===== src/core/fvm_pkg.sv =====
// Package of constants and types for the flash and video-light mode controller
package fvm_pkg;

  // Register byte offsets
  localparam logic [7:0] CTRL_OFS   = 8'h00;
  localparam logic [7:0] TIMER_OFS  = 8'h04;
  localparam logic [7:0] VOLT_OFS   = 8'h08;
  localparam logic [7:0] STATUS_OFS = 8'h0C;

  // Control register fields
  localparam int MODE_LSB     = 0;
  localparam int FVR_BIT      = 2;
  localparam int TTYPE_BIT    = 3;
  localparam int SFS_BIT      = 4;
  localparam int PTYPE_BIT    = 5;
  localparam int VCUR_LSB     = 8;
  // Timer register fields
  localparam int TDUR_LSB     = 0;
  localparam int TRANGE_BIT   = 3;
  // Status register fields
  localparam int ST_EXP_BIT   = 0;
  localparam int ST_PG_BIT    = 1;
  localparam int ST_FL_BIT    = 2;
  localparam int ST_VL_BIT    = 3;
  localparam int ST_CONV_BIT  = 4;
  localparam int ST_WD_BIT    = 5;

  // Reset values
  localparam logic [1:0] MODE_RST  = 2'h0;
  localparam logic [2:0] VCUR_RST  = 3'h0;
  localparam logic [2:0] TDUR_RST  = 3'h0;
  localparam logic [3:0] VOLT_RST  = 4'h0;

  // Mode encodings
  localparam logic [1:0] MODE_SHDN  = 2'h0;
  localparam logic [1:0] MODE_VIDEO = 2'h1;
  localparam logic [1:0] MODE_FLASH = 2'h2;
  localparam logic [1:0] MODE_VOLT  = 2'h3;

  // Output voltage mapping in millivolts
  localparam int VOUT_MIN_MV  = 3825;
  localparam int VOUT_STEP_MV = 125;

  // Timing
  localparam longint CLK_HZ         = 25000000;
  localparam longint WD_TIMEOUT_MS  = 13000;
  localparam longint WD_CYCLES      = WD_TIMEOUT_MS * CLK_HZ / 1000;
  // Flash timer base units in microseconds, short and long range
  localparam longint FT_UNIT_SHORT_US = 1000;
  localparam longint FT_UNIT_LONG_US  = 8000;
  localparam longint FT_SHORT_CYC     = FT_UNIT_SHORT_US * CLK_HZ / 1000000;
  localparam longint FT_LONG_CYC      = FT_UNIT_LONG_US * CLK_HZ / 1000000;

  // Control register fields as one carrier
  typedef struct packed {
    logic [2:0] vcur;
    logic       ptype;
    logic       sfs;
    logic       ttype;
    logic       fvr;
    logic [1:0] mode;
  } fvm_ctrl_s;

  typedef enum logic [2:0] {
    FL_IDLE  = 3'b001,
    FL_LEVEL = 3'b010,
    FL_EDGE  = 3'b100
  } fvm_flash_e;

endpackage : fvm_pkg


===== src/core/fvm_timer.sv =====
// Loadable down counter used for the flash and watchdog timers
`timescale 1ns/1ns
`default_nettype none
module fvm_timer #(
  parameter int W = 32
) (
  input  wire logic         clk,     // System clock
  input  wire logic         sys_rst, // Async reset, active high
  input  wire logic         load,    // Load and start
  input  wire logic [W-1:0] value,   // Cycles to run
  input  wire logic         stop,    // Abort count
  output logic              running, // Counting
  output logic              expire   // One-cycle pulse at end
);

  logic [W-1:0] cnt_q;

  always_ff @(posedge clk or posedge sys_rst) begin
    if (sys_rst) begin
      cnt_q   <= '0;
      running <= 1'b0;
      expire  <= 1'b0;
    end else begin
      expire <= 1'b0;
      if (load) begin
        cnt_q   <= value;
        running <= 1'b1;
      end else if (stop) begin
        running <= 1'b0;
      end else if (running) begin
        if (cnt_q <= W'(1)) begin
          running <= 1'b0;
          expire  <= 1'b1;
        end else begin
          cnt_q <= cnt_q - W'(1);
        end
      end
    end
  end

endmodule // fvm_timer
`default_nettype wire


===== src/core/fvm_ctrl.sv =====
// Mode, trigger, timer and power-good control of the flash driver
// Function
// RULE1: Flash triggers from strobe pins or software; edge or level style.
// RULE2: Edge or software start sets flash length from programmed timer.
// RULE3: Level trigger: timer is maximum on-time, ends flash while strobe high.
// RULE4: Mode 01 ignores strobes and software start, runs video light steadily.
// RULE5: Video mode, select low: mode rewrite needed within 13 s or shutdown.
// RULE6: Select input high disables the video watchdog.
// RULE7: Mode 10 enables strobes, software start, flash timer; no watchdog.
// RULE8: Strobe mode switches LEDs as the strobe inputs direct.
// RULE9: Select high picks video, low picks flash; trigger fires it.
// RULE10: Trigger type 0 is level sensitive, 1 is rising edge.
// RULE11: Level flash starts on rising edge, stops on low or expiry flag.
// RULE12: Edge flash starts on strobe rise or software start 0 to 1.
// RULE13: Running edge flash ignores all triggers, ends only at expiry; code also ends it on leaving mode 10.
// RULE14: Expiry clears the software start bit.
// RULE15: Mode 11 is fixed-voltage boost from code, LED sinks off.
// RULE16: Force bit regulates voltage in every mode; LED use per mode.
// RULE17: Mode 00 without force is shutdown: converter and LEDs off.
// RULE18: Power good active only in mode 11 or force; otherwise not-good.
// RULE19: Shutdown pin: ground for type 0, released for type 1.
// RULE20: Push-pull follows in-regulation flag; open-drain pulls low when set.
// RULE21: In-regulation only while output within -1.5% to +2.5% of target.
// RULE22: In-regulation drops while energy is returned toward lower target.
// RULE23: Voltage code maps linearly; mode writes restart the watchdog.
`timescale 1ns/1ns
`default_nettype none
module fvm_ctrl #(
  parameter longint WD_CYC    = fvm_pkg::WD_CYCLES,
  parameter longint FT_SHORT  = fvm_pkg::FT_SHORT_CYC,
  parameter longint FT_LONG   = fvm_pkg::FT_LONG_CYC
) (
  input  wire logic        clk,              // System clock
  input  wire logic        sys_rst,          // Async reset, active high
  input  wire logic        psel,             // APB select
  input  wire logic        penable,          // APB enable
  input  wire logic        pwrite,           // APB write
  input  wire logic [7:0]  paddr,            // APB byte address
  input  wire logic [31:0] pwdata,           // APB write data
  output logic [31:0]      prdata,           // APB read data
  output logic             pready,           // APB ready
  output logic             pslverr,          // APB error
  input  wire logic        strobe_trigger_input, // Strobe trigger pin
  input  wire logic        strobe_select_input,  // Video/flash select pin
  input  wire logic        vout_in_window,   // Analog: output within window
  input  wire logic        vout_falling,     // Analog: energy return active
  output logic             flash_on,         // Flash current enable
  output logic             video_on,         // Video current enable
  output logic [2:0]       video_current_setting, // Video current code
  output logic             conv_vreg,        // Converter in voltage mode
  output logic [12:0]      vout_target_mv,   // Target output in mV
  output logic             status_out,       // Status pin output
  output logic             status_oe         // Status pin output enable
);

  ////////////////////////////////////////////////////////////////////////
  // Registers
  fvm_pkg::fvm_ctrl_s ctrl_q;
  logic [2:0]  flash_timer_duration;
  logic        flash_timer_range_select;
  logic [3:0]  output_voltage_code;
  logic        expiry_flag;
  logic        wd_tripped_q;
  logic        output_in_regulation;
  logic        wr_en, rd_en, addr_ok, mode_wr, sfs_rise, flash_expire;

  assign wr_en   = psel && penable && pwrite;
  // Read data is captured in the setup cycle so that it stands through the access phase
  assign rd_en   = psel && !penable && !pwrite;
  assign addr_ok = (paddr == fvm_pkg::CTRL_OFS) || (paddr == fvm_pkg::TIMER_OFS) ||
                   (paddr == fvm_pkg::VOLT_OFS) || (paddr == fvm_pkg::STATUS_OFS);
  assign pready  = 1'b1;
  assign pslverr = psel && penable && !addr_ok;
  assign mode_wr = wr_en && (paddr == fvm_pkg::CTRL_OFS);
  // Software start edge only from a write that turns the bit on
  assign sfs_rise = mode_wr && pwdata[fvm_pkg::SFS_BIT] && !ctrl_q.sfs;

  always_ff @(posedge clk or posedge sys_rst) begin
    if (sys_rst) begin
      ctrl_q <= '{vcur: fvm_pkg::VCUR_RST, ptype: 1'b0, sfs: 1'b0, ttype: 1'b0,
                  fvr: 1'b0, mode: fvm_pkg::MODE_RST};
    end else begin
      if (mode_wr) begin
        ctrl_q.mode  <= pwdata[fvm_pkg::MODE_LSB +: 2];
        ctrl_q.fvr   <= pwdata[fvm_pkg::FVR_BIT];
        ctrl_q.ttype <= pwdata[fvm_pkg::TTYPE_BIT];
        ctrl_q.ptype <= pwdata[fvm_pkg::PTYPE_BIT];
        ctrl_q.vcur  <= pwdata[fvm_pkg::VCUR_LSB +: 3];
        ctrl_q.sfs   <= pwdata[fvm_pkg::SFS_BIT];
      end
      // RULE14: expiry clears start
      if (flash_expire)
        ctrl_q.sfs <= 1'b0;
      // RULE5: watchdog shutdown
      if (wd_tripped_q && !mode_wr)
        ctrl_q.mode <= fvm_pkg::MODE_SHDN;
    end
  end

  always_ff @(posedge clk or posedge sys_rst) begin
    if (sys_rst) begin
      flash_timer_duration     <= fvm_pkg::TDUR_RST;
      flash_timer_range_select <= 1'b0;
      output_voltage_code      <= fvm_pkg::VOLT_RST;
    end else if (wr_en) begin
      if (paddr == fvm_pkg::TIMER_OFS) begin
        flash_timer_duration     <= pwdata[fvm_pkg::TDUR_LSB +: 3];
        flash_timer_range_select <= pwdata[fvm_pkg::TRANGE_BIT];
      end
      if (paddr == fvm_pkg::VOLT_OFS)
        output_voltage_code <= pwdata[3:0];
    end
  end

  // Expiry flag: set wins over clear (write 1 to status bit clears)
  always_ff @(posedge clk or posedge sys_rst) begin
    if (sys_rst)
      expiry_flag <= 1'b0;
    else if (flash_expire)
      expiry_flag <= 1'b1;
    else if (wr_en && paddr == fvm_pkg::STATUS_OFS && pwdata[fvm_pkg::ST_EXP_BIT])
      expiry_flag <= 1'b0;
  end

  always_ff @(posedge clk or posedge sys_rst) begin
    if (sys_rst) begin
      prdata <= 32'h0000_0000;
    end else if (rd_en) begin
      prdata <= 32'h0000_0000;
      unique case (paddr)
        fvm_pkg::CTRL_OFS: begin
          prdata[fvm_pkg::MODE_LSB +: 2] <= ctrl_q.mode;
          prdata[fvm_pkg::FVR_BIT]       <= ctrl_q.fvr;
          prdata[fvm_pkg::TTYPE_BIT]     <= ctrl_q.ttype;
          prdata[fvm_pkg::SFS_BIT]       <= ctrl_q.sfs;
          prdata[fvm_pkg::PTYPE_BIT]     <= ctrl_q.ptype;
          prdata[fvm_pkg::VCUR_LSB +: 3] <= ctrl_q.vcur;
        end
        fvm_pkg::TIMER_OFS: begin
          prdata[fvm_pkg::TDUR_LSB +: 3] <= flash_timer_duration;
          prdata[fvm_pkg::TRANGE_BIT]    <= flash_timer_range_select;
        end
        fvm_pkg::VOLT_OFS: prdata[3:0] <= output_voltage_code;
        fvm_pkg::STATUS_OFS: begin
          prdata[fvm_pkg::ST_EXP_BIT]  <= expiry_flag;
          prdata[fvm_pkg::ST_PG_BIT]   <= output_in_regulation;
          prdata[fvm_pkg::ST_FL_BIT]   <= flash_on;
          prdata[fvm_pkg::ST_VL_BIT]   <= video_on;
          prdata[fvm_pkg::ST_CONV_BIT] <= conv_vreg;
          prdata[fvm_pkg::ST_WD_BIT]   <= wd_tripped_q;
        end
        default: prdata <= 32'h0000_0000;
      endcase
    end
  end

  ////////////////////////////////////////////////////////////////////////
  // Flash sequencing
  fvm_pkg::fvm_flash_e fl_q;
  logic        trig_q, trig_rise, strobe_mode, flash_sel, ft_running;
  logic [31:0] ft_load_val;

  // RULE7: strobes live only in mode 10
  assign strobe_mode = (ctrl_q.mode == fvm_pkg::MODE_FLASH);
  // RULE9: select low picks flash
  assign flash_sel   = strobe_mode && !strobe_select_input;

  always_ff @(posedge clk or posedge sys_rst) begin
    if (sys_rst)
      trig_q <= 1'b0;
    else
      trig_q <= strobe_trigger_input;
  end
  assign trig_rise = strobe_trigger_input && !trig_q;

  // RULE2: duration from code and range, a zero code still gives one unit
  assign ft_load_val = 32'((64'(flash_timer_duration) + 64'd1) *
                       (flash_timer_range_select ? 64'(FT_LONG) : 64'(FT_SHORT)));

  logic start_level, start_edge, level_stop;
  // RULE1: edge and level styles
  // RULE10: trigger type picks level or edge
  // RULE11: level flash starts on rise
  assign start_level = (fl_q == fvm_pkg::FL_IDLE) && flash_sel && !ctrl_q.ttype && trig_rise;
  // RULE12: strobe rise or software start
  assign start_edge  = (fl_q == fvm_pkg::FL_IDLE) && strobe_mode && ctrl_q.ttype &&
                       ((flash_sel && trig_rise) || sfs_rise);
  // RULE11: strobe low or leaving flash mode stops it
  assign level_stop  = (fl_q == fvm_pkg::FL_LEVEL) && (!strobe_trigger_input || !flash_sel);

  fvm_timer #(.W(32)) u_flash_timer (
    .clk     (clk),
    .sys_rst (sys_rst),
    .load    (start_level || start_edge || (sfs_rise && strobe_mode && !ctrl_q.ttype &&
              fl_q == fvm_pkg::FL_IDLE)),
    .value   (ft_load_val),
    .stop    (level_stop || !strobe_mode),
    .running (ft_running),
    .expire  (flash_expire)
  );

  always_ff @(posedge clk or posedge sys_rst) begin
    if (sys_rst) begin
      fl_q <= fvm_pkg::FL_IDLE;
    end else begin
      unique case (fl_q)
        fvm_pkg::FL_IDLE: begin
          if (start_edge || (sfs_rise && strobe_mode))
            fl_q <= fvm_pkg::FL_EDGE;
          else if (start_level)
            fl_q <= fvm_pkg::FL_LEVEL;
        end
        // RULE3: timer caps level flash
        fvm_pkg::FL_LEVEL: if (level_stop || flash_expire) fl_q <= fvm_pkg::FL_IDLE;
        // RULE13: expiry or leaving mode 10 ends edge flash
        fvm_pkg::FL_EDGE:  if (flash_expire || !strobe_mode) fl_q <= fvm_pkg::FL_IDLE;
        default:  fl_q <= fvm_pkg::FL_IDLE;
      endcase
    end
  end

  ////////////////////////////////////////////////////////////////////////
  // Video watchdog
  logic wd_armed, wd_expire, wd_running;
  // RULE6: select high disables watchdog
  assign wd_armed = (ctrl_q.mode == fvm_pkg::MODE_VIDEO) && !strobe_select_input;

  // RULE23: every mode write restarts count
  fvm_timer #(.W(40)) u_wd_timer (
    .clk     (clk),
    .sys_rst (sys_rst),
    .load    (mode_wr || (wd_armed && !wd_running && !wd_tripped_q)),
    .value   (40'(WD_CYC)),
    .stop    (!wd_armed),
    .running (wd_running),
    .expire  (wd_expire)
  );

  // Trip is held one cycle so the control register takes the shutdown
  always_ff @(posedge clk or posedge sys_rst) begin
    if (sys_rst)
      wd_tripped_q <= 1'b0;
    else
      wd_tripped_q <= wd_expire && wd_armed && !mode_wr;
  end

  ////////////////////////////////////////////////////////////////////////
  // LED and converter outputs
  logic conv_d, video_d, flash_d;
  always_comb begin
    // RULE16: force bit keeps converter regulating
    // RULE15: mode 11 regulates voltage
    conv_d  = ctrl_q.fvr || (ctrl_q.mode == fvm_pkg::MODE_VOLT);
    // RULE4: mode 01 steady video light
    // RULE8: strobes drive LEDs in mode 10
    video_d = (ctrl_q.mode == fvm_pkg::MODE_VIDEO) ||
              (strobe_mode && strobe_select_input && strobe_trigger_input);
    flash_d = strobe_mode && (fl_q != fvm_pkg::FL_IDLE) && ft_running;
    // RULE17: shutdown and mode 11 keep both LEDs off
    if (ctrl_q.mode == fvm_pkg::MODE_SHDN || ctrl_q.mode == fvm_pkg::MODE_VOLT) begin
      video_d = 1'b0;
      flash_d = 1'b0;
    end
  end

  always_ff @(posedge clk or posedge sys_rst) begin
    if (sys_rst) begin
      flash_on              <= 1'b0;
      video_on              <= 1'b0;
      conv_vreg             <= 1'b0;
      video_current_setting <= fvm_pkg::VCUR_RST;
      vout_target_mv        <= 13'h0000;
    end else begin
      flash_on              <= flash_d;
      video_on              <= video_d;
      conv_vreg             <= conv_d;
      video_current_setting <= ctrl_q.vcur;
      // RULE23: linear code to voltage
      vout_target_mv        <= 13'(fvm_pkg::VOUT_MIN_MV +
                               fvm_pkg::VOUT_STEP_MV * int'(output_voltage_code));
    end
  end

  ////////////////////////////////////////////////////////////////////////
  // Power good and status pin
  always_ff @(posedge clk or posedge sys_rst) begin
    if (sys_rst)
      output_in_regulation <= 1'b0;
    else
      // RULE18: gated by voltage mode
      // RULE21: window from analog comparator
      // RULE22: not good while returning energy
      output_in_regulation <= conv_d && vout_in_window && !vout_falling;
  end

  always_ff @(posedge clk or posedge sys_rst) begin
    if (sys_rst) begin
      status_out <= 1'b0;
      status_oe  <= 1'b1;
    end else if (!ctrl_q.ptype) begin
      // RULE19: push-pull shutdown drives low
      // RULE20: push-pull follows flag
      status_out <= conv_d && output_in_regulation;
      status_oe  <= 1'b1;
    end else begin
      // RULE20: open-drain pulls low when good
      status_out <= 1'b0;
      status_oe  <= conv_d && output_in_regulation;
    end
  end

  ////////////////////////////////////////////////////////////////////////
  // Assertions
  property p_mode01_no_flash;
    @(posedge clk) disable iff (sys_rst)
    (ctrl_q.mode == fvm_pkg::MODE_VIDEO) ##1 (ctrl_q.mode == fvm_pkg::MODE_VIDEO) |-> !flash_on;
  endproperty
  a_mode01_no_flash: assert property (p_mode01_no_flash) // RULE4
    else $error("flash on in video mode");

  property p_shutdown_off;
    @(posedge clk) disable iff (sys_rst)
    (ctrl_q.mode == fvm_pkg::MODE_SHDN && !ctrl_q.fvr) |=> (!conv_vreg && !video_on && !flash_on);
  endproperty
  a_shutdown_off: assert property (p_shutdown_off) // RULE17
    else $error("outputs on in shutdown");

  property p_pg_gated;
    @(posedge clk) disable iff (sys_rst)
    (ctrl_q.mode != fvm_pkg::MODE_VOLT && !ctrl_q.fvr) |=> !output_in_regulation;
  endproperty
  a_pg_gated: assert property (p_pg_gated) // RULE18
    else $error("power good outside voltage mode");

  property p_expiry_clears_sfs;
    @(posedge clk) disable iff (sys_rst)
    flash_expire |=> !ctrl_q.sfs && expiry_flag;
  endproperty
  a_expiry_clears_sfs: assert property (p_expiry_clears_sfs) // RULE14
    else $error("start bit not cleared at expiry");

  property p_edge_holds;
    @(posedge clk) disable iff (sys_rst)
    (fl_q == fvm_pkg::FL_EDGE && strobe_mode && !flash_expire) ##1 strobe_mode
      |-> (fl_q == fvm_pkg::FL_EDGE);
  endproperty
  a_edge_holds: assert property (p_edge_holds) // RULE13
    else $error("edge flash ended early");

  property p_level_stop;
    @(posedge clk) disable iff (sys_rst)
    level_stop |=> (fl_q == fvm_pkg::FL_IDLE) ##1 !flash_on;
  endproperty
  a_level_stop: assert property (p_level_stop) // RULE11
    else $error("level flash not stopped");

  property p_wd_off_sel;
    @(posedge clk) disable iff (sys_rst)
    strobe_select_input |=> !wd_tripped_q;
  endproperty
  a_wd_off_sel: assert property (p_wd_off_sel) // RULE6
    else $error("watchdog tripped with select high");

  property p_wd_shutdown;
    @(posedge clk) disable iff (sys_rst)
    (wd_tripped_q && !mode_wr) |=> (ctrl_q.mode == fvm_pkg::MODE_SHDN);
  endproperty
  a_wd_shutdown: assert property (p_wd_shutdown) // RULE5
    else $error("no shutdown at watchdog timeout");

  property p_od_pin;
    @(posedge clk) disable iff (sys_rst)
    (ctrl_q.ptype && $past(ctrl_q.ptype)) |-> (status_out == 1'b0);
  endproperty
  a_od_pin: assert property (p_od_pin) // RULE20
    else $error("open-drain pin driven high");

  property p_level_start;
    @(posedge clk) disable iff (sys_rst)
    start_level |=> (fl_q == fvm_pkg::FL_LEVEL) && ft_running;
  endproperty
  a_level_start: assert property (p_level_start) // RULE3
    else $error("level flash timer not started");

endmodule // fvm_ctrl
`default_nettype wire


===== config.mk =====
export PLATFORM = sky130hd
export DESIGN_NAME = fvm_ctrl
export DESIGN_NICKNAME = d
export VERILOG_FILES = /design/src/core/fvm_pkg.sv /design/src/core/fvm_timer.sv /design/src/core/fvm_ctrl.sv
export SDC_FILE = /design/constraint.sdc
export NUM_CORES = 1
export LEC_CHECK = 0
export BUFFER_PORTS_ARGS = -buffer_cell sky130_fd_sc_hd__buf_4
export CORE_ASPECT_RATIO = 2
export CORE_UTILIZATION = 40
export DETAILED_ROUTE_END_ITERATION = 10
export GPL_TIMING_DRIVEN = 0
export SLEW_MARGIN = 20
export SYNTH_ARGS = -nofsm -noshare
export SYNTH_HDL_FRONTEND = slang
export SYNTH_SLANG_ARGS = --single-unit

===== constraint.sdc =====
create_clock -name clk -period 11.9 [get_ports clk]
set_input_delay 2.38 -clock clk [delete_from_list [all_inputs] [get_ports clk]]
set_output_delay 2.38 -clock clk [all_outputs]
set_load 0.02 [all_outputs]

Word level (Yosys, flattened, before mapping):

Index checks and enable logic that the tools add are counted.

* flip-flop bits (word level): 130
* input bits: 49

* $add $sub $neg: 4
* $mul: 2
* magnitude comparators: 2
* equal/unequal tests: 16
* muxes and demuxes: 42
* reductions and logical operators: 78

Operators with widths (number)
* $mux W40: 4
* $mux W32: 4
* $le A40 B1 Y1 const B: 1
* $sub A40 B1 Y40 const B: 1
* $logic_and A1 B1 Y1: 36
* $le A32 B1 Y1 const B: 1
* $sub A32 B1 Y32 const B: 1
* $mux W1: 23
* $mul A4 B18 Y22: 1
* $mux W18: 1
* $eq A8 B4 Y1 const B: 2
* $pmux W4 S4: 1
* $logic_or A1 B1 Y1: 15
* $mux W3: 5
* $logic_not A1 Y1: 14
* $add A12 B11 Y13 const A: 1
* $reduce_bool A2 Y1: 6
* $mul A7 B4 Y11 const A: 1
* $pmux W3 S3: 1
* $reduce_and A3 Y1: 3
* $eq A8 B3 Y1 const B: 1
* $logic_not A8 Y1: 1
* $ne A2 B1 Y1 const B: 4
* $mux W5: 1
* 13 further kinds: 15

Logic depth before layout (Yosys ltp):

* depth after elaboration: 11
* gate-level depth with buffers: 15

By module:

From an unflattened synthesis, not the netlist that was laid out.

* cells, all modules: 1001
* area, all modules: 9127.5 um^2

Modules (own cells, without submodules)
* fvm_ctrl: times used 1, cells each 420, area each 4132.7 um^2, sequential area each 1353.8 um^2
* fvm_timer (u_wd_timer): times used 1, cells each 327, area each 2756.4 um^2, sequential area each 1051.0 um^2
* fvm_timer (u_flash_timer): times used 1, cells each 254, area each 2238.4 um^2, sequential area each 850.8 um^2

Least setup slack after synthesis:

OpenSTA, ideal clock, no wires.

* path type: input to output
* start point: in paddr[7]
* end point: out pslverr
* arrival time: 3.050 ns
* setup slack: 6.470 ns
* stages: 3
* path buffers: 0
* path through: nor4_2 > nand2_1 > and3_1

* longest elaborated chain between the ends: 6
* elaborated cells on any way between the ends: 9
* classes of those cells: 3 x eq/ne; 6 x reduce/logical

Ends and longest elaborated chain
* start, declared: line fvm_ctrl.sv:38 `input wire logic [7:0] paddr,`
* $eq A8 B3 Y1 or $logic_not A8 Y1 (tied branches): line fvm_ctrl.sv:70 `assign addr_ok = (paddr == fvm_pkg::CTRL_OFS) || (paddr == fvm_pkg::TIMER_OFS) ||`
* $logic_or A1 B1 Y1 (2 in a row): line fvm_ctrl.sv:70
* $logic_or A1 B1 Y1 *: line fvm_ctrl.sv:71 `(paddr == fvm_pkg::VOLT_OFS) || (paddr == fvm_pkg::STATUS_OFS);`
* $logic_not A1 Y1 *: line fvm_ctrl.sv:73 `assign pslverr = psel && penable && !addr_ok;`
* $logic_and A1 B1 Y1 *: line fvm_ctrl.sv:73
* end, declared: line fvm_ctrl.sv:42 `output logic pslverr,`

Mark *: on every way between the ends. The rest lies on a longest branch, timed or not.

Worst setup path after layout:

Ends and elaborated chain as after synthesis.

==> flow_metrics.env <==
export IMPL_grt_pass1_wl_um=31500
export IMPL_via_per_inst=5.21
export IMPL_clk_pin_slew_ns=0.05
export IMPL_grt_pass1_vias=6503
export IMPL_numCtsBuffers=17
export IMPL_period_needed_ns=5.88
export IMPL_r2r_setup_slack_ns=7.37
export IMPL_dpl_cell_count=1196
export IMPL_fmax_ghz=0.170
export IMPL_antenna_found_initial=0
export IMPL_setup_violations=0
export IMPL_hold_path_class="reg -> reg"
export IMPL_drc_errors=0
export IMPL_yosysTopAreaCellShare_pct=39.0
export IMPL_netlist_instances=853
export IMPL_rsz0062_at_grt="false"
export IMPL_wl_per_cell_um=15.7
export IMPL_cts_root_buf="clkbuf_16"
export IMPL_place_detailed_hpwl_um=14900
export IMPL_finClkSkew_ns=0.0114
export IMPL_stdcell_area_mm2=0.00975
export IMPL_tightestPinTransition_ns=0.892
export IMPL_fin_setup_tns_ns=0
export IMPL_hold_depth=0
export IMPL_dr_pass1_iters=5
export IMPL_end_kind="output pin"
export IMPL_irDropWorstVdd_uv=98.0
export IMPL_areaGrowthSynthToFinish_pct=18.8
export IMPL_post_route_cells_drive_above_1_share_pct=15.4
export IMPL_die_h_um=205
export IMPL_critPathMaxFanout=3
export IMPL_hold_worst_slack_ns=0.394
export IMPL_async_reset_ff_share_pct=100
export IMPL_via_count=6403
export IMPL_drt_iter0_drc=225
export IMPL_rows=73
export IMPL_fin_crit_sh_pct=49.4
export IMPL_clock_sinks=130
export IMPL_grt_max_degree=90
export IMPL_layout_commonest_cell="dfrtp_1"
export IMPL_ys_types=70
export IMPL_hold_violations=0
export IMPL_io_buffers=55
export IMPL_postCtsResizedCells=0
export IMPL_syn_area_mm2=0.00820
export IMPL_criticalPathCategory="in -> out"
export IMPL_postCtsSetupBuffers=0
export IMPL_p_leak_nw=4.79
export IMPL_die_w_um=103
export IMPL_dieArea_mm2=0.0211
export IMPL_clk_latency_ns=0.43
export IMPL_powerDensity_mw_per_mm2=124
export IMPL_post_dp_cell_area_mm2=0.00907
export IMPL_r2r_cells=13
export IMPL_start_util_pct=41.0
export IMPL_final_max_slew_violation_count=0
export IMPL_pin_count=104
export IMPL_hold_buffers=0
export IMPL_cts_tree="yes"
export IMPL_critPathRequiredTime_ns=9.52
export IMPL_postRouteAntennaNets=0
export IMPL_synth_seq_cells=130
export IMPL_instances_no_fill=1228
export IMPL_synthTopCellsByArea="dfrtp_1 39%, ha_1 8.8%, xnor2_1 6.3%"
export IMPL_gp_congestion=0.845
export IMPL_crit_path_start_kind="input pin"
export IMPL_maxCapViolCount=0
export IMPL_diodes=0
export IMPL_clock_path_buffers=2
export IMPL_cp_data_arrival_time_ns=3.50
export IMPL_yosys_warnings=0
export IMPL_synth_avg_cell_area_um2=9.62
export IMPL_layout_common_cells="128 x dfrtp_1, 79 x buf_4, 73 x nor2_1"
export IMPL_htreeDepth=4
export IMPL_status="finished, final reports clean"
export IMPL_ys_seq_area_share_pct=39.7
export IMPL_maxSlewHeadroom_pct=40.1
export IMPL_synth_edf_count=0
export IMPL_grt_total_usage_pct=19.8
export IMPL_fill_cells=1913
export IMPL_grt_remaining_overflow=0
export IMPL_yosysTopAreaCell="dfrtp_1"
export IMPL_num_nets_final=1073
export IMPL_ys_flop_type="dfrtp_1"
export IMPL_drt_total_wl_um=19300
export IMPL_coreArea_mm2=0.0200
[metal layers]
layer / routed length (µm) / global-route usage, %
met1: 7100 / 19.7
met2: 10800 / 37.0
met3: 597 / 3.99
met4: 786 / 10.5
met5: 0 / 0
[sequential cells by signal, summed over array words and instances, names as in the netlist, 3 cells and up]
| signal | count |
|---|---|
| u_wd_timer.cnt_q | 40 |
| u_flash_timer.cnt_q | 32 |
| vout_target_mv | 13 |
| ctrl_q | 9 |
| prdata | 9 |
| output_voltage_code | 4 |
| fl_q | 3 |
| flash_timer_duration | 3 |
| video_current_setting | 3 |
[cells in the mapped netlist (all sizes together), types with 5 or more instances]
master / count
xor2: 24
o21bai: 6
nand2b: 9
ha: 58
nor3: 31
inv: 49
and3: 6
dfrtp: 128
mux2: 10
or4: 13
o31ai: 7
buf: 32
fa: 13
or2: 7
clkbuf: 21
o21ai: 48
nor3b: 9
nand3: 22
xnor2: 59
nor4: 29
nand3b: 5
o2111ai: 5
nand2: 63
or3: 17
a21oi: 27
nand4: 10
and2: 8
nor2: 73
[worst paths after layout]
check | start | to
min in group asynchronous | sys_rst | u_flash_timer.cnt_q[17]
min reg2reg | ctrl_q[6] | video_current_setting[0]
max reg2reg | flash_timer_duration[0] | u_flash_timer.cnt_q[18]
max in group asynchronous | sys_rst | status_oe
min | ctrl_q[6] | video_current_setting[0]
max | paddr[7] | pslverr
[cell families after synthesis]
family / count (synthesis) / share of synthesized area, %
mux: 14 / 2.01
simple gates: 317 / 20.9
compound gates: 134 / 10.6
flops: 130 / 39.7
other cells: 2 / 0.0915
fa+ha+maj: 71 / 12.0
xor+xnor: 83 / 8.86
buf+inv: 102 / 5.89
[per-stage QoR]
stage	setup WS, ns	total power, mW	utilization, %
after detailed placement	6.01	0.619	45.4
after CTS	6.01	1.22	48.7
after global routing	5.95	1.25	48.7
final	6.02	1.21	48.7
after floorplan	6.05	0.579	-
after global placement	4.37	0.616	45.2
[worst max-delay path: stages]
cell and delay [ns]:
buf_4 0.11, nor4_2 0.45, nand2_1 0.19, and3_1 0.21, buf_4 0.15
[power by group]
part / internal (mW) / switching (mW)
combinational: 0.0554 / 0.0835
clock: 0.404 / 0.193
sequential: 0.457 / 0.0148
total: 0.916 / 0.291
[layout make-up]
type | instances | area, µm² | share of cell area [%]
sequential | 130 | 3260 | 33.4
clock buffer | 23 | 468 | 4.80
clock inverter | 9 | 201 | 2.07
buffer | 53 | 299 | 3.07
tap | 262 | 328 | 3.36
inverter | 49 | 191 | 1.96
timing repair buffer | 56 | 440 | 4.52
multi-input combinational | 646 | 4560 | 46.8
No activity file was read; power rests on OpenSTA's default activity.
